**src/hdl/jtp_regs.svh**
```systemverilog
// How it works
// - IR and data paths share TDI and TDO
// - Only power-up reset forces Test-Logic-Reset
// - State holds while the test clock stops
// - TMS sampled at rising edge, steers state
// - Undriven TMS behaves as logic one
// - TDI sampled at rising edge, undriven is one
// - Uninverted delay equals selected register length
// - TDO changes only after falling edges
// - TDO driven only in shift states
// - TDO source switches at falling edge
// - Standard sixteen-state controller graph
// - State changes only on rising edge
// - Five TMS ones reach Test-Logic-Reset
// - Actions on assigned rising or falling edge
// - Communication only, no boundary-scan facilities
// - Controller states drive reset and debug
// - Latched instruction selects mode and path
// - Instruction scan shifts out captured status
// - Twelve cells, low bits capture 01
// - Update-IR falling edge loads parallel output
// - Test-Logic-Reset falling edge loads bypass
// - Shift IR in Shift-IR, hold in exit/pause
`ifndef JTP_REGS_SVH
`define JTP_REGS_SVH

// Register lengths
`define JTP_IR_LEN      12
`define JTP_DR_LEN      16
`define JTP_FIFO_DEPTH  8

// Instruction values
`define JTP_IR_BYPASS   12'hfff
`define JTP_IR_FIXED    2'h1
`define JTP_OP_FLASH    3'h1
`define JTP_OP_SCAN_RX  3'h2
`define JTP_OP_SCAN_TX  3'h3
`define JTP_OP_DBG_RST  3'h4
`define JTP_OP_ABORT_MK 3'h5
`define JTP_PID_ABORT   4'hf

// Flash sub-codes in instruction bits 11..3
`define JTP_FL_CTRL     9'h000
`define JTP_FL_ID       9'h001
`define JTP_FL_ADDR     9'h002
`define JTP_FL_READ     9'h006
`define JTP_FL_WRITE    9'h00a
`define JTP_FL_ERASE    9'h00e

`endif

```
**src/hdl/jtp_pkg.sv**
```systemverilog
package jtp_pkg;

  // Sixteen controller states
  typedef enum logic [3:0] {
    ST_RESET, ST_IDLE, ST_SEL_DR, ST_CAP_DR, ST_SHIFT_DR, ST_EXIT1_DR, ST_PAUSE_DR,
    ST_EXIT2_DR, ST_UPD_DR, ST_SEL_IR, ST_CAP_IR, ST_SHIFT_IR, ST_EXIT1_IR,
    ST_PAUSE_IR, ST_EXIT2_IR, ST_UPD_IR
  } jtp_state_t;

  // Tx/Rx link status captured during an instruction scan
  typedef struct packed {
    logic [4:0] msg_len;   // Tx message length in words
    logic [3:0] pid;       // Tx processor id, all ones when empty
    logic       rx_busy;   // Rx link busy
  } jtp_link_stat_t;

  // One scanned data word with the instruction that selected it
  typedef struct packed {
    logic [11:0] instr;
    logic [15:0] data;
  } jtp_word_t;

endpackage

```
**src/hdl/jtp_sync.sv**
```systemverilog
`timescale 1ns/1ps
`default_nettype none

// Two-stage synchroniser for pins from outside the core clock domain
module jtp_sync #(
  parameter int          WIDTH = 1,
  parameter logic [WIDTH-1:0] INIT = '0
) (
  input  wire logic             core_clk,
  input  wire logic             reset,
  input  wire logic [WIDTH-1:0] async_in,
  output logic      [WIDTH-1:0] sync_out
);

  logic [WIDTH-1:0] meta_q;  // First stage, read only by the second

  // Plain register pair; reset loads a constant only
  always_ff @(posedge core_clk or posedge reset) begin
    if (reset) begin
      meta_q   <= INIT;
      sync_out <= INIT;
    end else begin
      meta_q   <= async_in;
      sync_out <= meta_q;
    end
  end

endmodule

`default_nettype wire

```
**src/hdl/jtp_fifo.sv**
```systemverilog
`timescale 1ns/1ps
`default_nettype none

// Small synchronous FIFO with valid/ready on both sides
module jtp_fifo #(
  parameter int WIDTH = 8,
  parameter int DEPTH = 8
) (
  input  wire logic             core_clk,
  input  wire logic             reset,
  input  wire logic             in_valid,
  output logic                  in_ready,
  input  wire logic [WIDTH-1:0] in_data,
  output logic                  out_valid,
  input  wire logic             out_ready,
  output logic      [WIDTH-1:0] out_data
);

  localparam int AW = $clog2(DEPTH);

  logic [WIDTH-1:0] mem_q [DEPTH];  // Storage array
  logic [AW-1:0]    wr_q, wr_d;     // Write pointer
  logic [AW-1:0]    rd_q, rd_d;     // Read pointer
  localparam logic [AW:0] FULL_LVL = DEPTH[AW:0];  // Fill level when full

  logic [AW:0]      cnt_q, cnt_d;   // Fill level
  logic [WIDTH-1:0] head_q, head_d; // Word at the read pointer, registered
  logic             valid_q, valid_d; // Registered not-empty flag
  logic             push, pop;

  // Full flag from the fill level; the read side leaves from flip-flops
  assign in_ready  = (cnt_q != FULL_LVL);
  assign out_valid = valid_q;
  assign out_data  = head_q;
  assign push      = in_valid && in_ready;
  assign pop       = out_valid && out_ready;

  // Pointer and level arithmetic; wrap for any depth
  always_comb begin
    wr_d  = push ? ((wr_q == AW'(DEPTH - 1)) ? '0 : wr_q + 1'b1) : wr_q;
    rd_d  = pop ? ((rd_q == AW'(DEPTH - 1)) ? '0 : rd_q + 1'b1) : rd_q;
    cnt_d = cnt_q + {{AW{1'b0}}, push} - {{AW{1'b0}}, pop};
    valid_d = (cnt_d != '0);
    // A word pushed into the slot under the next read pointer skips memory
    head_d  = (push && (wr_q == rd_d)) ? in_data : mem_q[rd_d];
  end

  // Registers
  always_ff @(posedge core_clk or posedge reset) begin
    if (reset) begin
      wr_q  <= '0;
      rd_q  <= '0;
      cnt_q   <= '0;
      head_q  <= '0;
      valid_q <= 1'b0;
    end else begin
      wr_q    <= wr_d;
      rd_q    <= rd_d;
      cnt_q   <= cnt_d;
      head_q  <= head_d;
      valid_q <= valid_d;
    end
  end

  // Storage needs no reset; empty flag guards stale words
  always_ff @(posedge core_clk) begin
    if (push) begin
      mem_q[wr_q] <= in_data;
    end
  end

endmodule

`default_nettype wire

```
**src/hdl/jtp_tap.sv**
```systemverilog
`timescale 1ns/1ps
`default_nettype none
`include "jtp_regs.svh"

// Test access port front end, sampled on the core clock.
// The test clock is treated as data: two flip-flops, then an edge finder,
// so every action lands two to three core cycles after its pin edge.
// Limitation: test clock phases shorter than one core cycle can be lost,
// which bounds the test clock to a few MHz at the 40 MHz core rate.
// Trade-off: one clock domain keeps timing simple at the cost of that limit.
module jtp_tap
  import jtp_pkg::*;
(
  input  wire logic           core_clk,
  input  wire logic           reset,             // Power-up reset only
  input  wire logic           tck,               // Test clock pin
  input  wire logic           tms,               // Mode select pin, pulled up
  input  wire logic           tdi,               // Serial data pin, pulled up
  output logic                tdo,               // Serial data out
  output logic                tdo_oe,            // High while driving tdo
  input  wire jtp_link_stat_t link_stat,         // Tx/Rx link status
  input  wire logic [15:0]    dr_capture,        // Word loaded at Capture-DR
  output logic [11:0]         instr_out,         // Latched instruction
  output logic                test_reset,        // Controller in Test-Logic-Reset
  output logic                debug_reset,       // Device reset request
  output logic                debug_event_interrupt, // Debugger abort pulse
  output jtp_word_t           dr_word,           // Scanned word to flash/debug logic
  output logic                dr_word_valid,
  input  wire logic           dr_word_ready
);

  // Standard controller graph, one step per rising edge
  function automatic jtp_state_t jtp_next(input jtp_state_t s, input logic m);
    jtp_state_t n;
    n = s;
    unique case (s)
      // Reset and idle rows
      ST_RESET:    n = m ? ST_RESET : ST_IDLE;
      ST_IDLE:     n = m ? ST_SEL_DR : ST_IDLE;
      // Data register column
      ST_SEL_DR:   n = m ? ST_SEL_IR : ST_CAP_DR;
      ST_CAP_DR:   n = m ? ST_EXIT1_DR : ST_SHIFT_DR;
      ST_SHIFT_DR: n = m ? ST_EXIT1_DR : ST_SHIFT_DR;
      ST_EXIT1_DR: n = m ? ST_UPD_DR : ST_PAUSE_DR;
      ST_PAUSE_DR: n = m ? ST_EXIT2_DR : ST_PAUSE_DR;
      ST_EXIT2_DR: n = m ? ST_UPD_DR : ST_SHIFT_DR;
      ST_UPD_DR:   n = m ? ST_SEL_DR : ST_IDLE;
      // Instruction register column; five ones from anywhere end in reset
      ST_SEL_IR:   n = m ? ST_RESET : ST_CAP_IR;
      ST_CAP_IR:   n = m ? ST_EXIT1_IR : ST_SHIFT_IR;
      ST_SHIFT_IR: n = m ? ST_EXIT1_IR : ST_SHIFT_IR;
      ST_EXIT1_IR: n = m ? ST_UPD_IR : ST_PAUSE_IR;
      ST_PAUSE_IR: n = m ? ST_EXIT2_IR : ST_PAUSE_IR;
      ST_EXIT2_IR: n = m ? ST_UPD_IR : ST_SHIFT_IR;
      ST_UPD_IR:   n = m ? ST_SEL_DR : ST_IDLE;
    endcase
    return n;
  endfunction

  // True when the instruction puts the 16-bit data path between TDI and TDO
  // Codes outside the table fall back to the one-cell bypass path
  function automatic logic jtp_uses_dr(input logic [11:0] ir);
    logic [8:0] hi;
    hi = ir[11:3];
    unique case (ir[2:0])
      `JTP_OP_SCAN_RX,
      `JTP_OP_SCAN_TX,
      `JTP_OP_ABORT_MK: jtp_uses_dr = 1'b1;
      // Flash codes use the data path only for the six known sub-codes
      `JTP_OP_FLASH:    jtp_uses_dr = (hi == `JTP_FL_CTRL)  || (hi == `JTP_FL_ID)   ||
                                      (hi == `JTP_FL_ADDR)  || (hi == `JTP_FL_READ) ||
                                      (hi == `JTP_FL_WRITE) || (hi == `JTP_FL_ERASE);
      default:          jtp_uses_dr = 1'b0;   // Bypass and reset request codes
    endcase
  endfunction

  // Pin inputs after two flip-flops each
  logic       tck_s;                 // Synchronised test clock
  logic       tms_s;                 // Synchronised mode select
  logic       tdi_s;                 // Synchronised serial input
  logic       tck_dly_q;             // Previous tck_s for edge finding
  logic       tck_rise;              // One core cycle per rising edge
  logic       tck_fall;              // One core cycle per falling edge

  // Controller and shift paths
  jtp_state_t st_q, st_d;            // Controller state
  logic [11:0] ir_sr_q, ir_sr_d;     // Instruction shift cells
  logic [11:0] ir_q, ir_d;           // Instruction parallel output
  logic [15:0] dr_sr_q, dr_sr_d;     // Data shift cells
  logic        byp_q, byp_d;         // One-cell bypass path

  // Serial output side
  logic        tdo_q, tdo_d;         // Output level
  logic        oe_q, oe_d;           // Output enable

  // Controls towards the flash and debugger logic
  logic        trst_q, trst_d;       // Test-Logic-Reset indication
  logic        drst_q, drst_d;       // Device reset request
  logic        abort_q, abort_d;     // Debugger abort pulse
  logic        push_q, push_d;       // Word offered to the FIFO
  jtp_word_t   word_q, word_d;       // Word held for the FIFO

  // Word queue and decode
  logic        fifo_ready;           // FIFO can take a word
  logic        dr_sel;               // Current instruction uses the data path

  // Level pins reset to one, as an undriven pulled-up pin reads
  // Only the second stage is read; the first may still be settling
  jtp_sync #(.WIDTH(3), .INIT(3'h6)) u_pin_sync (
    .core_clk (core_clk),
    .reset    (reset),
    .async_in ({tms, tdi, tck}),
    .sync_out ({tms_s, tdi_s, tck_s})
  );

  // Edges of the test clock; no edge means nothing moves
  // A rise and a fall are always at least one core cycle apart
  assign tck_rise = tck_s & ~tck_dly_q;
  assign tck_fall = ~tck_s & tck_dly_q;
  assign dr_sel   = jtp_uses_dr(ir_q);

  // Next values of the whole port, stepped by test clock edges
  // Rises move the controller and the shift cells, falls move tdo and
  // the instruction latch, so tdo never moves on a rise
  always_comb begin
    // Everything holds unless an edge moves it
    st_d    = st_q;
    ir_sr_d = ir_sr_q;
    ir_d    = ir_q;
    dr_sr_d = dr_sr_q;
    byp_d   = byp_q;
    tdo_d   = tdo_q;
    oe_d    = oe_q;
    // One-cycle strobes drop back unless an edge raises them
    abort_d = 1'b0;
    push_d  = 1'b0;
    word_d  = word_q;
    // Rising edge: TMS decides the move, shift cells act for the state left
    if (tck_rise) begin
      // Move decided by the mode select sampled at this rise
      st_d = jtp_next(st_q, tms_s);
      unique case (st_q)
        // Status goes out while the new instruction comes in
        ST_CAP_IR: begin
          ir_sr_d = {link_stat.msg_len, link_stat.pid,
                     link_stat.rx_busy | ~fifo_ready, `JTP_IR_FIXED};
        end
        // New bit enters at the top, bit 0 leaves toward tdo
        ST_SHIFT_IR: begin
          ir_sr_d = {tdi_s, ir_sr_q[11:1]};
        end
        // Selected register loads its word, the bypass cell loads zero
        ST_CAP_DR: begin
          if (dr_sel) begin
            dr_sr_d = dr_capture;
          end else begin
            byp_d = 1'b0;
          end
        end
        // Bypass delays one cell, the data path sixteen
        ST_SHIFT_DR: begin
          if (dr_sel) begin
            dr_sr_d = {tdi_s, dr_sr_q[15:1]};
          end else begin
            byp_d = tdi_s;
          end
        end
        default: begin
          // Exit and pause states hold every cell
        end
      endcase
    end
    // Falling edge: output routing, instruction latch and update actions
    if (tck_fall) begin
      // Driver on only while a shift state holds at this fall
      oe_d = (st_q == ST_SHIFT_IR) || (st_q == ST_SHIFT_DR);
      unique case (st_q)
        // Bit 0 of the instruction cells drives tdo
        ST_SHIFT_IR: begin
          tdo_d = ir_sr_q[0];
        end
        // Data path or bypass cell drives tdo
        ST_SHIFT_DR: begin
          tdo_d = dr_sel ? dr_sr_q[0] : byp_q;
        end
        // New code takes effect here, never during the shift
        ST_UPD_IR: begin
          ir_d = ir_sr_q;
          // Scan-Rx with an all-ones id is a debugger abort
          abort_d = (ir_sr_q[2:0] == `JTP_OP_SCAN_RX) &&
                    (ir_sr_q[6:3] == `JTP_PID_ABORT);
        end
        // Reloaded at every fall while resetting, so no code survives
        ST_RESET: begin
          ir_d = `JTP_IR_BYPASS;
        end
        ST_UPD_DR: begin
          // A full FIFO drops the word; RX busy warned the debugger
          if (dr_sel && fifo_ready) begin
            push_d = 1'b1;
            word_d = '{instr: ir_q, data: dr_sr_q};
          end
        end
        default: begin
          // Output keeps its last level while the driver is off
        end
      endcase
    end
  end

  // Controls that follow the controller state and instruction
  always_comb begin
    // High for every cycle the controller spends in Test-Logic-Reset
    trst_d = (st_d == ST_RESET);
    // Reset request follows the code in the cycle it is latched
    drst_d = (ir_d[2:0] == `JTP_OP_DBG_RST);
  end

  // Edge finder; reset leaves the pin looking low, its idle level
  always_ff @(posedge core_clk or posedge reset) begin
    if (reset) begin
      tck_dly_q <= 1'b0;
    end else begin
      tck_dly_q <= tck_s;
    end
  end

  // Controller state; only the power-up reset reaches it
  always_ff @(posedge core_clk or posedge reset) begin
    if (reset) begin
      st_q   <= ST_RESET;
      trst_q <= 1'b1;
    end else begin
      st_q   <= st_d;
      trst_q <= trst_d;
    end
  end

  // Shift cells and the latched instruction; bypass is the power-up code
  always_ff @(posedge core_clk or posedge reset) begin
    if (reset) begin
      ir_sr_q <= '0;
      ir_q    <= `JTP_IR_BYPASS;
      dr_sr_q <= '0;
      byp_q   <= 1'b0;
    end else begin
      ir_sr_q <= ir_sr_d;
      ir_q    <= ir_d;
      dr_sr_q <= dr_sr_d;
      byp_q   <= byp_d;
    end
  end

  // Serial output driver; off until the first shift state
  always_ff @(posedge core_clk or posedge reset) begin
    if (reset) begin
      tdo_q <= 1'b0;
      oe_q  <= 1'b0;
    end else begin
      tdo_q <= tdo_d;
      oe_q  <= oe_d;
    end
  end

  // Controls towards the flash and debugger logic
  always_ff @(posedge core_clk or posedge reset) begin
    if (reset) begin
      drst_q  <= 1'b0;
      abort_q <= 1'b0;
      push_q  <= 1'b0;
      word_q  <= '0;
    end else begin
      drst_q  <= drst_d;
      abort_q <= abort_d;
      push_q  <= push_d;
      word_q  <= word_d;
    end
  end

  // Scanned words wait here for the flash and debugger logic
  // Eight words let a debugger stream a short burst while the core is busy
  jtp_fifo #(.WIDTH($bits(jtp_word_t)), .DEPTH(`JTP_FIFO_DEPTH)) u_word_fifo (
    .core_clk  (core_clk),
    .reset     (reset),
    .in_valid  (push_q),
    .in_ready  (fifo_ready),
    .in_data   (word_q),
    .out_valid (dr_word_valid),
    .out_ready (dr_word_ready),
    .out_data  (dr_word)
  );

  // Registered outputs; no boundary-scan cells exist here
  // Every pin and flag below is a flip-flop, so no decode glitch leaves
  assign tdo                   = tdo_q;
  assign tdo_oe                = oe_q;
  assign instr_out             = ir_q;
  assign test_reset            = trst_q;
  assign debug_reset           = drst_q;
  assign debug_event_interrupt = abort_q;

endmodule

`default_nettype wire

```
**config.mk**
```make
export PLATFORM = sky130hd
export DESIGN_NAME = jtp_tap
export DESIGN_NICKNAME = d
export VERILOG_FILES = /design/src/hdl/jtp_pkg.sv /design/src/hdl/jtp_sync.sv /design/src/hdl/jtp_fifo.sv /design/src/hdl/jtp_tap.sv
export VERILOG_INCLUDE_DIRS = /design/src /design/src/hdl
export SDC_FILE = /design/constraint.sdc
export NUM_CORES = 1
export LEC_CHECK = 0
export BUFFER_PORTS_ARGS = -buffer_cell sky130_fd_sc_hd__buf_4
export CAP_MARGIN = 25
export CORE_AREA = 2 2 204 146
export DETAILED_ROUTE_END_ITERATION = 8
export DIE_AREA = 0 0 206 148
export PLACE_DENSITY = 0.85
export SETUP_SLACK_MARGIN = 0.1
export SYNTH_ARGS = -nofsm -noshare
export SYNTH_HDL_FRONTEND = slang
export SYNTH_SLANG_ARGS = --single-unit
```
**constraint.sdc**
```tcl
create_clock -name core_clk -period 8.3 [get_ports core_clk]
set_input_delay 0.83 -clock core_clk [delete_from_list [all_inputs] [get_ports core_clk]]
set_output_delay 0.83 -clock core_clk [all_outputs]
set_load 0.05 [all_outputs]
```
==> flow_summary.ini, run 1 <==
[worst_setup_path]
cpMostUsedCell = mux2i_1
end_kind = register
path_class = reg -> reg
path_cells = ha_1, ha_1, and3b_4, buf_4, buf_4, mux2i_1, mux2i_1, mux2i_1, mux2i_1, mux2_2
critPathArrivalTime_ns = 4.74
critPathMaxFanout = 56
reg2reg_depth = 10
regToRegSetupSlack_ns = 3.96
critPathLaunchType = register
crit_slowest_cell = buf_4
cp_slowest_stage_delay_ns = 0.86
r2r_end = u_word_fifo.out_data[12]
worst_r2r_startpoint = u_word_fifo.rd_q[0]
cp.required_ns = 8.70

[worst_hold_path]
hold_path.startpoint = u_pin_sync.meta_q[0]
holdPathEnd = u_pin_sync.sync_out[0]
worstHoldPathType = reg -> reg
min_path_cells = 0

[sta]
skew_ns = 0.0214
min_period_ns = 4.34
rsz0062_at_grt = false
report.final.hold_viol_count = 0
worst_slew_pin_slew_ns = 1.08
finalMaxSlewViolations = 0
setup_tns_ns = 0
final.setup.worst_slack_ns = 3.96
finalSetupViolCount = 0
max_freq_mhz = 230
finalCritPeriodShare_pct = 52.3
max_slew_margin_pct = 27.6

[layout]
syn2layout_area_growth_pct = 12.9
final_util_pct = 65.5
antenna_cells = 0
final_nets = 1270
fillers = 2040
final_area_um2 = 18700
drive_gt1_share_pct = 19.6

[yosys]
yosys_warnings = 0
postSynth.asyncResetShare_pct = 35.8
syn_area_um2 = 16500
yosys.area.top_type = edfxtp_1
synthTopCellsByCount = mux2i_1 (439), edfxtp_1 (224), dfrtp_1 (108)
synth_edf_count = 224
synth.distinct_cells = 46
syn_inst = 1162
ys_seq_elements = 349
avgSynthCellArea_um2 = 14.2
syn_nets = 1204
synthTopCellsByArea = edfxtp_1 (41%), mux2i_1 (27%), dfrtp_1 (16%)
synthFlopType = edfxtp_1
ys_seq_area_share_pct = 59.7
yosys.cell_count.top_type = mux2i_1
synth_top_area_share_pct = 40.7

[detailed_routing]
vias_per_cell = 6.05
detail-route-antenna-nets = 0
top_layer = met4
first_pass_iters = 5
drc = 0
wl_met1_mm = 16.2
vias = 9861
routed_wirelength_mm = 35.9
wl_per_cell_um = 22.0
drt-initial-drc-count = 723
wl_met2_mm = 16.9
wl_met3_mm = 2.08

[clocking]
cts.sinks = 349
insertion_delay_ns = 0.52
postCtsHoldBufs = 0
cts_setup_buffers = 0
cts_max_level = 2
clk_pin_slew_ns = 0.06
cts_tree = built
root_buffer = clkbuf_16
cts_buffers = 34
clockBufferDepth = 3
cts_resized = 0

[outcome]
status = complete, no violations

[power]
p_per_area_nw_per_um2 = 333
ir_drop_v = 0.000300
p_leak_uw = 0.00783

[global_routing]
grt_pass1_wl_mm = 55.9
grt_max_degree = 82
antenna_found_initial = 1
grt_pass1_vias = 9979
grt-ovfl-total = 0
grt.total_usage_pct = 24.1

[placed_design]
place_ws_ns = 3.74
placed_cell_area_um2 = 17600
gp_congestion = 0.783
port_buffers = 77
hpwl_mm = 22.4

[die]
fp-row-count = 52
ioPinCount = 78
die_x_um = 206
core_area_um2 = 28500
start_util_pct = 58.0
die_h_um = 148
dieArea_um2 = 30500

[flow_run]
cap_violations = 0
through the flow:
step / instances / hold slack (ns) / power [uW]
floorplan: 1162 / 0.331 / 4090
global placement: 1568 / 0.336 / 4620
detailed placement: 1570 / 0.342 / 4720
CTS: 1631 / 0.353 / 6240
global route: 1631 / 0.356 / 6480
finish: 1631 / 0.355 / 6220
layer usage:
| metal | vias up | GRT usage, % |
|---|---|---|
| met5 | - | 0 |
| met4 | 0 | 6.82 |
| met3 | 63 | 4.30 |
| met2 | 302 | 37.8 |
| met1 | 5002 | 34.6 |
| li1 | 4494 | - |
critical path, delay by kind of cell (launching register included):
family	cells	cell delay (ns)
DFF	1	0.48
and+or+nand+nor	1	0.73
buffers and inverters	2	1.44
muxes	5	0.98
adders and majority gates	2	0.48
area by class of cell:
class / count / area (um2) / share of cell area, %
Sequential cell: 349 / 9880 / 52.9
Multi-Input combinational cell: 722 / 6360 / 34.0
Clock buffer: 45 / 985 / 5.27
Timing Repair Buffer: 103 / 793 / 4.25
Tap cell: 378 / 473 / 2.53
Clock inverter: 16 / 113 / 0.603
Inverter: 18 / 72.6 / 0.389
kinds of logic (layout without fill, tap and decap cells):
family                     count (synthesis)  after routing  synth area share [%]
adders and majority gates                 10             10                 0.802
xor gates and xnor gates                   6              6                 0.318
DFF                                      349            349                  59.7
and+or+nand+nor                          135            135                  3.73
buffers and inverters                     91            182                  2.31
muxes                                    498            498                  30.6
AOI/OAI and AO/OA                         73             73                  2.56
registers in the layout, summed over array words and instances (netlist names), 3 cells and up:
signal,count
u_word_fifo.mem_q,224
ir_sr_q,12
dr_sr_q,16
u_pin_sync.meta_q,3
st_q,4
u_word_fifo.out_data,28
u_pin_sync.sync_out,3
u_word_fifo.wr_q,3
u_word_fifo.rd_q,3
word_q,28
instr_out,12
u_word_fifo.cnt_q,4
placed cells by master, fill, tap and decap left out, types with 5 or more instances in the layout:
master and instances:
nand3_1 5, nand2b_1 7, a21oi_1 37, edfxtp_1 224, mux2_2 58, clkinv_2 7
ha_1 9, nor2_1 56, clkbuf_8 5, buf_4 102, mux2i_1 439, nand2_1 34
clkinv_1 6, dfrtp_1 107, dfstp_2 17, inv_1 16, clkbuf_16 36, a31oi_1 14
o21ai_0 9
where the power goes:
group	switching, uW	leakage, uW	internal [uW]
Combinational	1230	0.00376	884
Sequential	360	0.00352	2230
Clock	652	0.000547	870
how the worst max path moves through the flow:
stage,from,endpoint,slack [ns],depth (start not counted)
finish,u_word_fifo.rd_q[0],u_word_fifo.out_data[12],3.96,10
global route,u_word_fifo.rd_q[0],u_word_fifo.out_data[27],3.80,10
CTS,u_word_fifo.rd_q[0],u_word_fifo.out_data[13],3.95,10
detailed placement,dr_word_ready,u_word_fifo.out_data[24],3.74,9
global placement,dr_word_ready,u_word_fifo.out_data[4],3.91,9
floorplan,reset,byp_q,4.17,1
No activity file was read; power rests on OpenSTA's default activity.
==> run 2, diff against run 1 <==
--- a/config.mk
+++ b/config.mk
@@ -6,11 +6,12 @@
 export SDC_FILE = /design/constraint.sdc
 export NUM_CORES = 1
 export LEC_CHECK = 0
+export ABC_AREA = 1
 export BUFFER_PORTS_ARGS = -buffer_cell sky130_fd_sc_hd__buf_4
 export CAP_MARGIN = 25
-export CORE_AREA = 2 2 204 146
+export CORE_AREA = 2 2 194 139
 export DETAILED_ROUTE_END_ITERATION = 8
-export DIE_AREA = 0 0 206 148
+export DIE_AREA = 0 0 196 141
 export PLACE_DENSITY = 0.85
 export SETUP_SLACK_MARGIN = 0.1
 export SYNTH_ARGS = -nofsm -noshare
==> constraint.sdc (replaced) <==
create_clock -name core_clk -period 4.5 [get_ports core_clk]
set_input_delay 0.45 -clock core_clk [delete_from_list [all_inputs] [get_ports core_clk]]
set_output_delay 0.45 -clock core_clk [all_outputs]
set_load 0.05 [all_outputs]
==> flow_summary.ini, run 2 <==
[layout]
drive_gt1_share_pct = 12.6
largest_reg_flops = 224
final_cell_mix = nand2_1 (389), inv_1 (242), edfxtp_1 (224), nand3_1 (219), dfrtp_1 (108)
layout_commonest_cell = nand2_1
final_nets = 1616
final_util_pct = 65.1
syn2layout_area_growth_pct = 13.1
regMostFlops = u_word_fifo.mem_q
antenna_cells = 0

[yosys]
yosys.area.top_type = edfxtp_1
yosys_warnings = 0
synth_edf_count = 224
synth.distinct_cells = 35
syn_area_um2 = 15000
synth_top_area_share_pct = 44.9
yosys.cell_count.top_type = nand2_1
synthTopCellsByArea = edfxtp_1 (45%), dfrtp_1 (18%), nand2_1 (9.7%)
syn_nets = 1553
synthFlopType = edfxtp_1
synthTopCellsByCount = nand2_1 (389), inv_1 (243), edfxtp_1 (224)
ys_seq_elements = 349
avgSynthCellArea_um2 = 9.92
syn_inst = 1511
postSynth.asyncResetShare_pct = 35.8
ys_seq_area_share_pct = 65.9

[detailed_routing]
routed_wirelength_mm = 35.5
vias_per_cell = 5.62
drc = 0
detail-route-antenna-nets = 0
vias = 10900
wl_per_cell_um = 18.3
first_pass_iters = 6
drt-initial-drc-count = 1416

[worst_setup_path]
cp.required_ns = 4.94
end_kind = register
worst_r2r_startpoint = u_word_fifo.rd_q[0]
path_class = reg -> reg
critPathMaxFanout = 28
regToRegSetupSlack_ns = 1.36
r2r_end = u_word_fifo.out_data[17]
reg2reg_depth = 10
critPathArrivalTime_ns = 3.58
critPathLaunchType = register

[sta]
finalCritPeriodShare_pct = 69.8
finalMaxSlewViolations = 0
report.final.hold_viol_count = 0
worst_slew_pin_slew_ns = 1.03
min_period_ns = 3.14
skew_ns = 0.00873
max_freq_mhz = 319
rsz0062_at_grt = false
max_slew_margin_pct = 31.2
finalSetupViolCount = 0
setup_tns_ns = 0

[die]
die_x_um = 196
start_util_pct = 57.6
ioPinCount = 78
core_area_um2 = 26000
fp-row-count = 50
die_h_um = 141
dieArea_um2 = 27600

[clocking]
cts_setup_buffers = 0
root_buffer = clkbuf_16
clockBufferDepth = 3
cts_max_level = 1
cts_tree = built
insertion_delay_ns = 0.57
clk_pin_slew_ns = 0.07
cts_buffers = 30
cts.sinks = 349

[global_routing]
antenna_found_initial = 0
grt.total_usage_pct = 26.0
grt-ovfl-total = 0
grt_max_degree = 138
grt_pass1_vias = 10600
grt_pass1_wl_mm = 56.2

[placed_design]
hpwl_mm = 21.4
port_buffers = 77
gp_congestion = 0.848

[worst_hold_path]
worstHoldPathType = in -> async

[flow_run]
cap_violations = 0

[power]
power.total_uw = 11200
ir_drop_v = 0.000555
p_per_area_nw_per_um2 = 664
p_leak_uw = 0.00779

[outcome]
status = complete, no violations
==> run 2: worst max-delay path by stage <==
| stage | end | slack (ns) | start | cells past startpoint |
|---|---|---|---|---|
| floorplan | byp_q | 0.75 | reset | 1 |
| global placement | u_word_fifo.out_data[19] | 1.63 | u_word_fifo.rd_q[0] | 10 |
| detailed placement | u_word_fifo.out_data[17] | 1.50 | u_word_fifo.rd_q[0] | 10 |
| CTS | u_word_fifo.out_data[18] | 1.45 | u_word_fifo.rd_q[0] | 10 |
| global route | u_word_fifo.out_data[18] | 1.17 | u_word_fifo.rd_q[0] | 10 |
| finish | u_word_fifo.out_data[17] | 1.36 | u_word_fifo.rd_q[0] | 10 |
==> run 2: per-stage QoR <==
step	cells	area, um2	worst slack [ns]	hold slack, ns
2_1_floorplan	1511	15000	0.751	0.331
3_3_place_gp	1876	15800	1.63	0.337
3_5_place_dp	1877	15900	1.50	0.344
4_1_cts	1936	16900	1.45	0.117
5_1_grt	1936	16900	1.17	0.155
6_report	1936	16900	1.36	0.0623
==> run 2: area by class of cell <==
cell class                 count  area [um2]
timing repair buffer          99         763
tap                          338         423
sequential                   349        9880
fill                        1921        9090
clock inverter                22         290
inverter                     248         936
clock buffer                  34         766
multi-input combinational    846        3880
==> run 2: logic make-up after synthesis <==
| family | count (synthesis) | share of synthesized area, % |
|---|---|---|
| DFF | 349 | 65.9 |
| buffers and inverters | 316 | 8.49 |
| and+or+nand+nor | 709 | 20.2 |
| AOI/OAI and AO/OA | 125 | 4.38 |
| xor gates and xnor gates | 2 | 0.117 |
| adders and majority gates | 10 | 0.885 |
==> run 2: repair_timing <==
action | 4_1_cts | 5_1_grt
hold buffers | 3 | 0
gates resized for setup | 0 | 0
endpoints found under the hold margin | 3 | 0
==> run 2: per-layer routing <==
metal	vias to the layer above	global-route usage, %	wire [um]
met5	-	0	0
met4	0	8.33	914
met3	84	4.31	3240
met2	575	42.2	16800
met1	5221	36.3	14500
li1	4998	-	-
==> run 2: report_power, final <==
| group | switching, uW | total, uW | internal [uW] |
|---|---|---|---|
| logic | 2710 | 3810 | 1100 |
| clock network | 1160 | 2780 | 1620 |
| registers | 553 | 4650 | 4100 |
==> run 2: critical path, stage by stage, from the launching register on <==
cell and delay (ns):
dfrtp_1 0.41, ha_1 0.21, ha_1 0.27, nand2_1 0.06, nand2_2 0.27, buf_4 0.37
o21ai_1 0.17, nor2_1 0.17, nand3_2 0.64, nand3_1 0.35, nand2_1 0.09
==> run 3, diff against run 2 <==
==> constraint.sdc (replaced) <==
create_clock -name core_clk -period 3.1 [get_ports core_clk]
set_input_delay 0.31 -clock core_clk [delete_from_list [all_inputs] [get_ports core_clk]]
set_output_delay 0.31 -clock core_clk [all_outputs]
set_load 0.05 [all_outputs]
==> flow_summary.ini, run 3 (same netlist as run 2, synthesis figures left out) <==
[sta]
final.setup.worst_slack_ns = 0.549
report.final.hold_viol_count = 0
finalMaxSlewViolations = 0
min_period_ns = 2.55
finalCritPeriodShare_pct = 82.3
skew_ns = 0.0112
worst_slew_pin_slew_ns = 0.907
setup_tns_ns = 0
finalSetupViolCount = 0
max_slew_margin_pct = 39.4
max_freq_mhz = 392
rsz0062_at_grt = false

[global_routing]
grt.total_usage_pct = 25.7
grt-ovfl-total = 0
grt_max_degree = 90
grt_pass1_wl_mm = 55.6
grt_pass1_vias = 10700
antenna_found_initial = 0

[worst_hold_path]
worstHoldPathType = in -> reg
hold_path.startpoint = link_stat[3]

[worst_setup_path]
reg2reg_depth = 10
worst_r2r_startpoint = u_word_fifo.rd_q[0]
cp.required_ns = 3.59
critPathArrivalTime_ns = 3.04
critPathMaxFanout = 57
regToRegSetupSlack_ns = 0.55
end_kind = register
path_class = reg -> reg
endpoint = u_word_fifo.out_data[25]
crit_start = u_word_fifo.rd_q[0]
r2r_end = u_word_fifo.out_data[25]
critPathLaunchType = register

[placed_design]
hpwl_mm = 21.9
port_buffers = 77
place_ws_ns = 0.668
place_inst = 1888
gp_congestion = 0.944

[power]
ir_drop_v = 0.000959
p_leak_uw = 0.00781
p_per_area_nw_per_um2 = 940

[flow_run]
cap_violations = 0

[clocking]
root_buffer = clkbuf_16
insertion_delay_ns = 0.56
cts_buffers = 30
clockBufferDepth = 3
cts_setup_buffers = 0
cts_tree = built
cts_resized = 0
clk_pin_slew_ns = 0.06
cts_max_level = 1
cts.sinks = 349

[detailed_routing]
drc = 0
routed_wirelength_mm = 35.2
vias_per_cell = 5.56
vias = 10800
wl_per_cell_um = 18.1
drt-initial-drc-count = 1186
detail-route-antenna-nets = 0
first_pass_iters = 6

[die]
start_util_pct = 57.6
die_x_um = 196
dieArea_um2 = 27600
ioPinCount = 78
die_h_um = 141
core_area_um2 = 26000
fp-row-count = 50

[layout]
regMostFlops = u_word_fifo.mem_q
fillers = 1924
largest_reg_flops = 224
antenna_cells = 0
syn2layout_area_growth_pct = 13.3
finalNonFillerCells = 1948
final_nets = 1628
layout_commonest_cell = nand2_1
final_cell_mix = nand2_1 (389), inv_1 (242), edfxtp_1 (224), nand3_1 (219), dfrtp_1 (108)
drive_gt1_share_pct = 13.1

[outcome]
status = complete, no violations
## run 3: changes by cell type in the layout (fill, tap and decap cells not counted), sizes merged, moves of 2 or more
cell,previous run,this run
clkbuf,34,48
bufinv,7,1
clkinvlp,0,2
buf,96,107
clkinv,16,7
## run 3: per-stage QoR
stage          cell area [um2]  total power (uW)  util (%)  hold slack, ns
2_1_floorplan            15000             10500         -           0.314
3_3_place_gp             16000             12100      61.4           0.341
3_5_place_dp             16000             12200      61.4           0.348
4_1_cts                  17000             15900      65.2          0.0415
5_1_grt                  17000             16700      65.2          0.0757
6_report                 17000             16000      65.2          0.0450
## run 3: repair_timing
item	in CTS	in global routing
setup endpoints to repair	0	0
hold buffers	4	0
hold endpoints to repair	34	0
## run 3: where the power goes
group	switching [uW]	total, uW	internal [uW]
sequential	800	6750	5950
combinational	3900	5510	1610
clock	1630	3700	2070
total	6330	16000	9620
## run 3: metal layers
layer / share of wire, % / vias up / global-route usage [%]
li1: - / 5025 / -
met4: 3.3 / 0 / 9.33
met5: 0 / - / 0
met1: 42 / 5137 / 36.2
met2: 46 / 565 / 41.1
met3: 9.3 / 98 / 4.21
## run 3: area by class of cell
type	instances	area [um2]	area share, %
Clock buffer	48	900	5.30
Sequential cell	349	9880	58.2
Tap cell	338	423	2.49
Timing Repair Buffer	111	893	5.26
Multi-Input combinational cell	846	3880	22.9
Inverter	248	935	5.50
Clock inverter	8	67.6	0.398
## run 3: worst min-delay path by stage
stage | endpoint | cells past startpoint
2_1_floorplan | u_pin_sync.meta_q[1] | 0
3_3_place_gp | u_pin_sync.sync_out[0] | 0
3_5_place_dp | u_pin_sync.sync_out[0] | 0
4_1_cts | ir_sr_q[5] | 3
5_1_grt | ir_sr_q[7] | 3
6_report | ir_sr_q[5] | 3
## run 3: worst max-delay path: stages (launching register included)
cell	delay [ns]
dfrtp_1	0.40
ha_1	0.22
ha_1	0.20
nor2_1	0.24
nand2_1	0.15
o21ai_4	0.08
buf_4	0.59
nand3_1	0.17
nand3_1	0.14
nand3_1	0.15
nand2_1	0.14
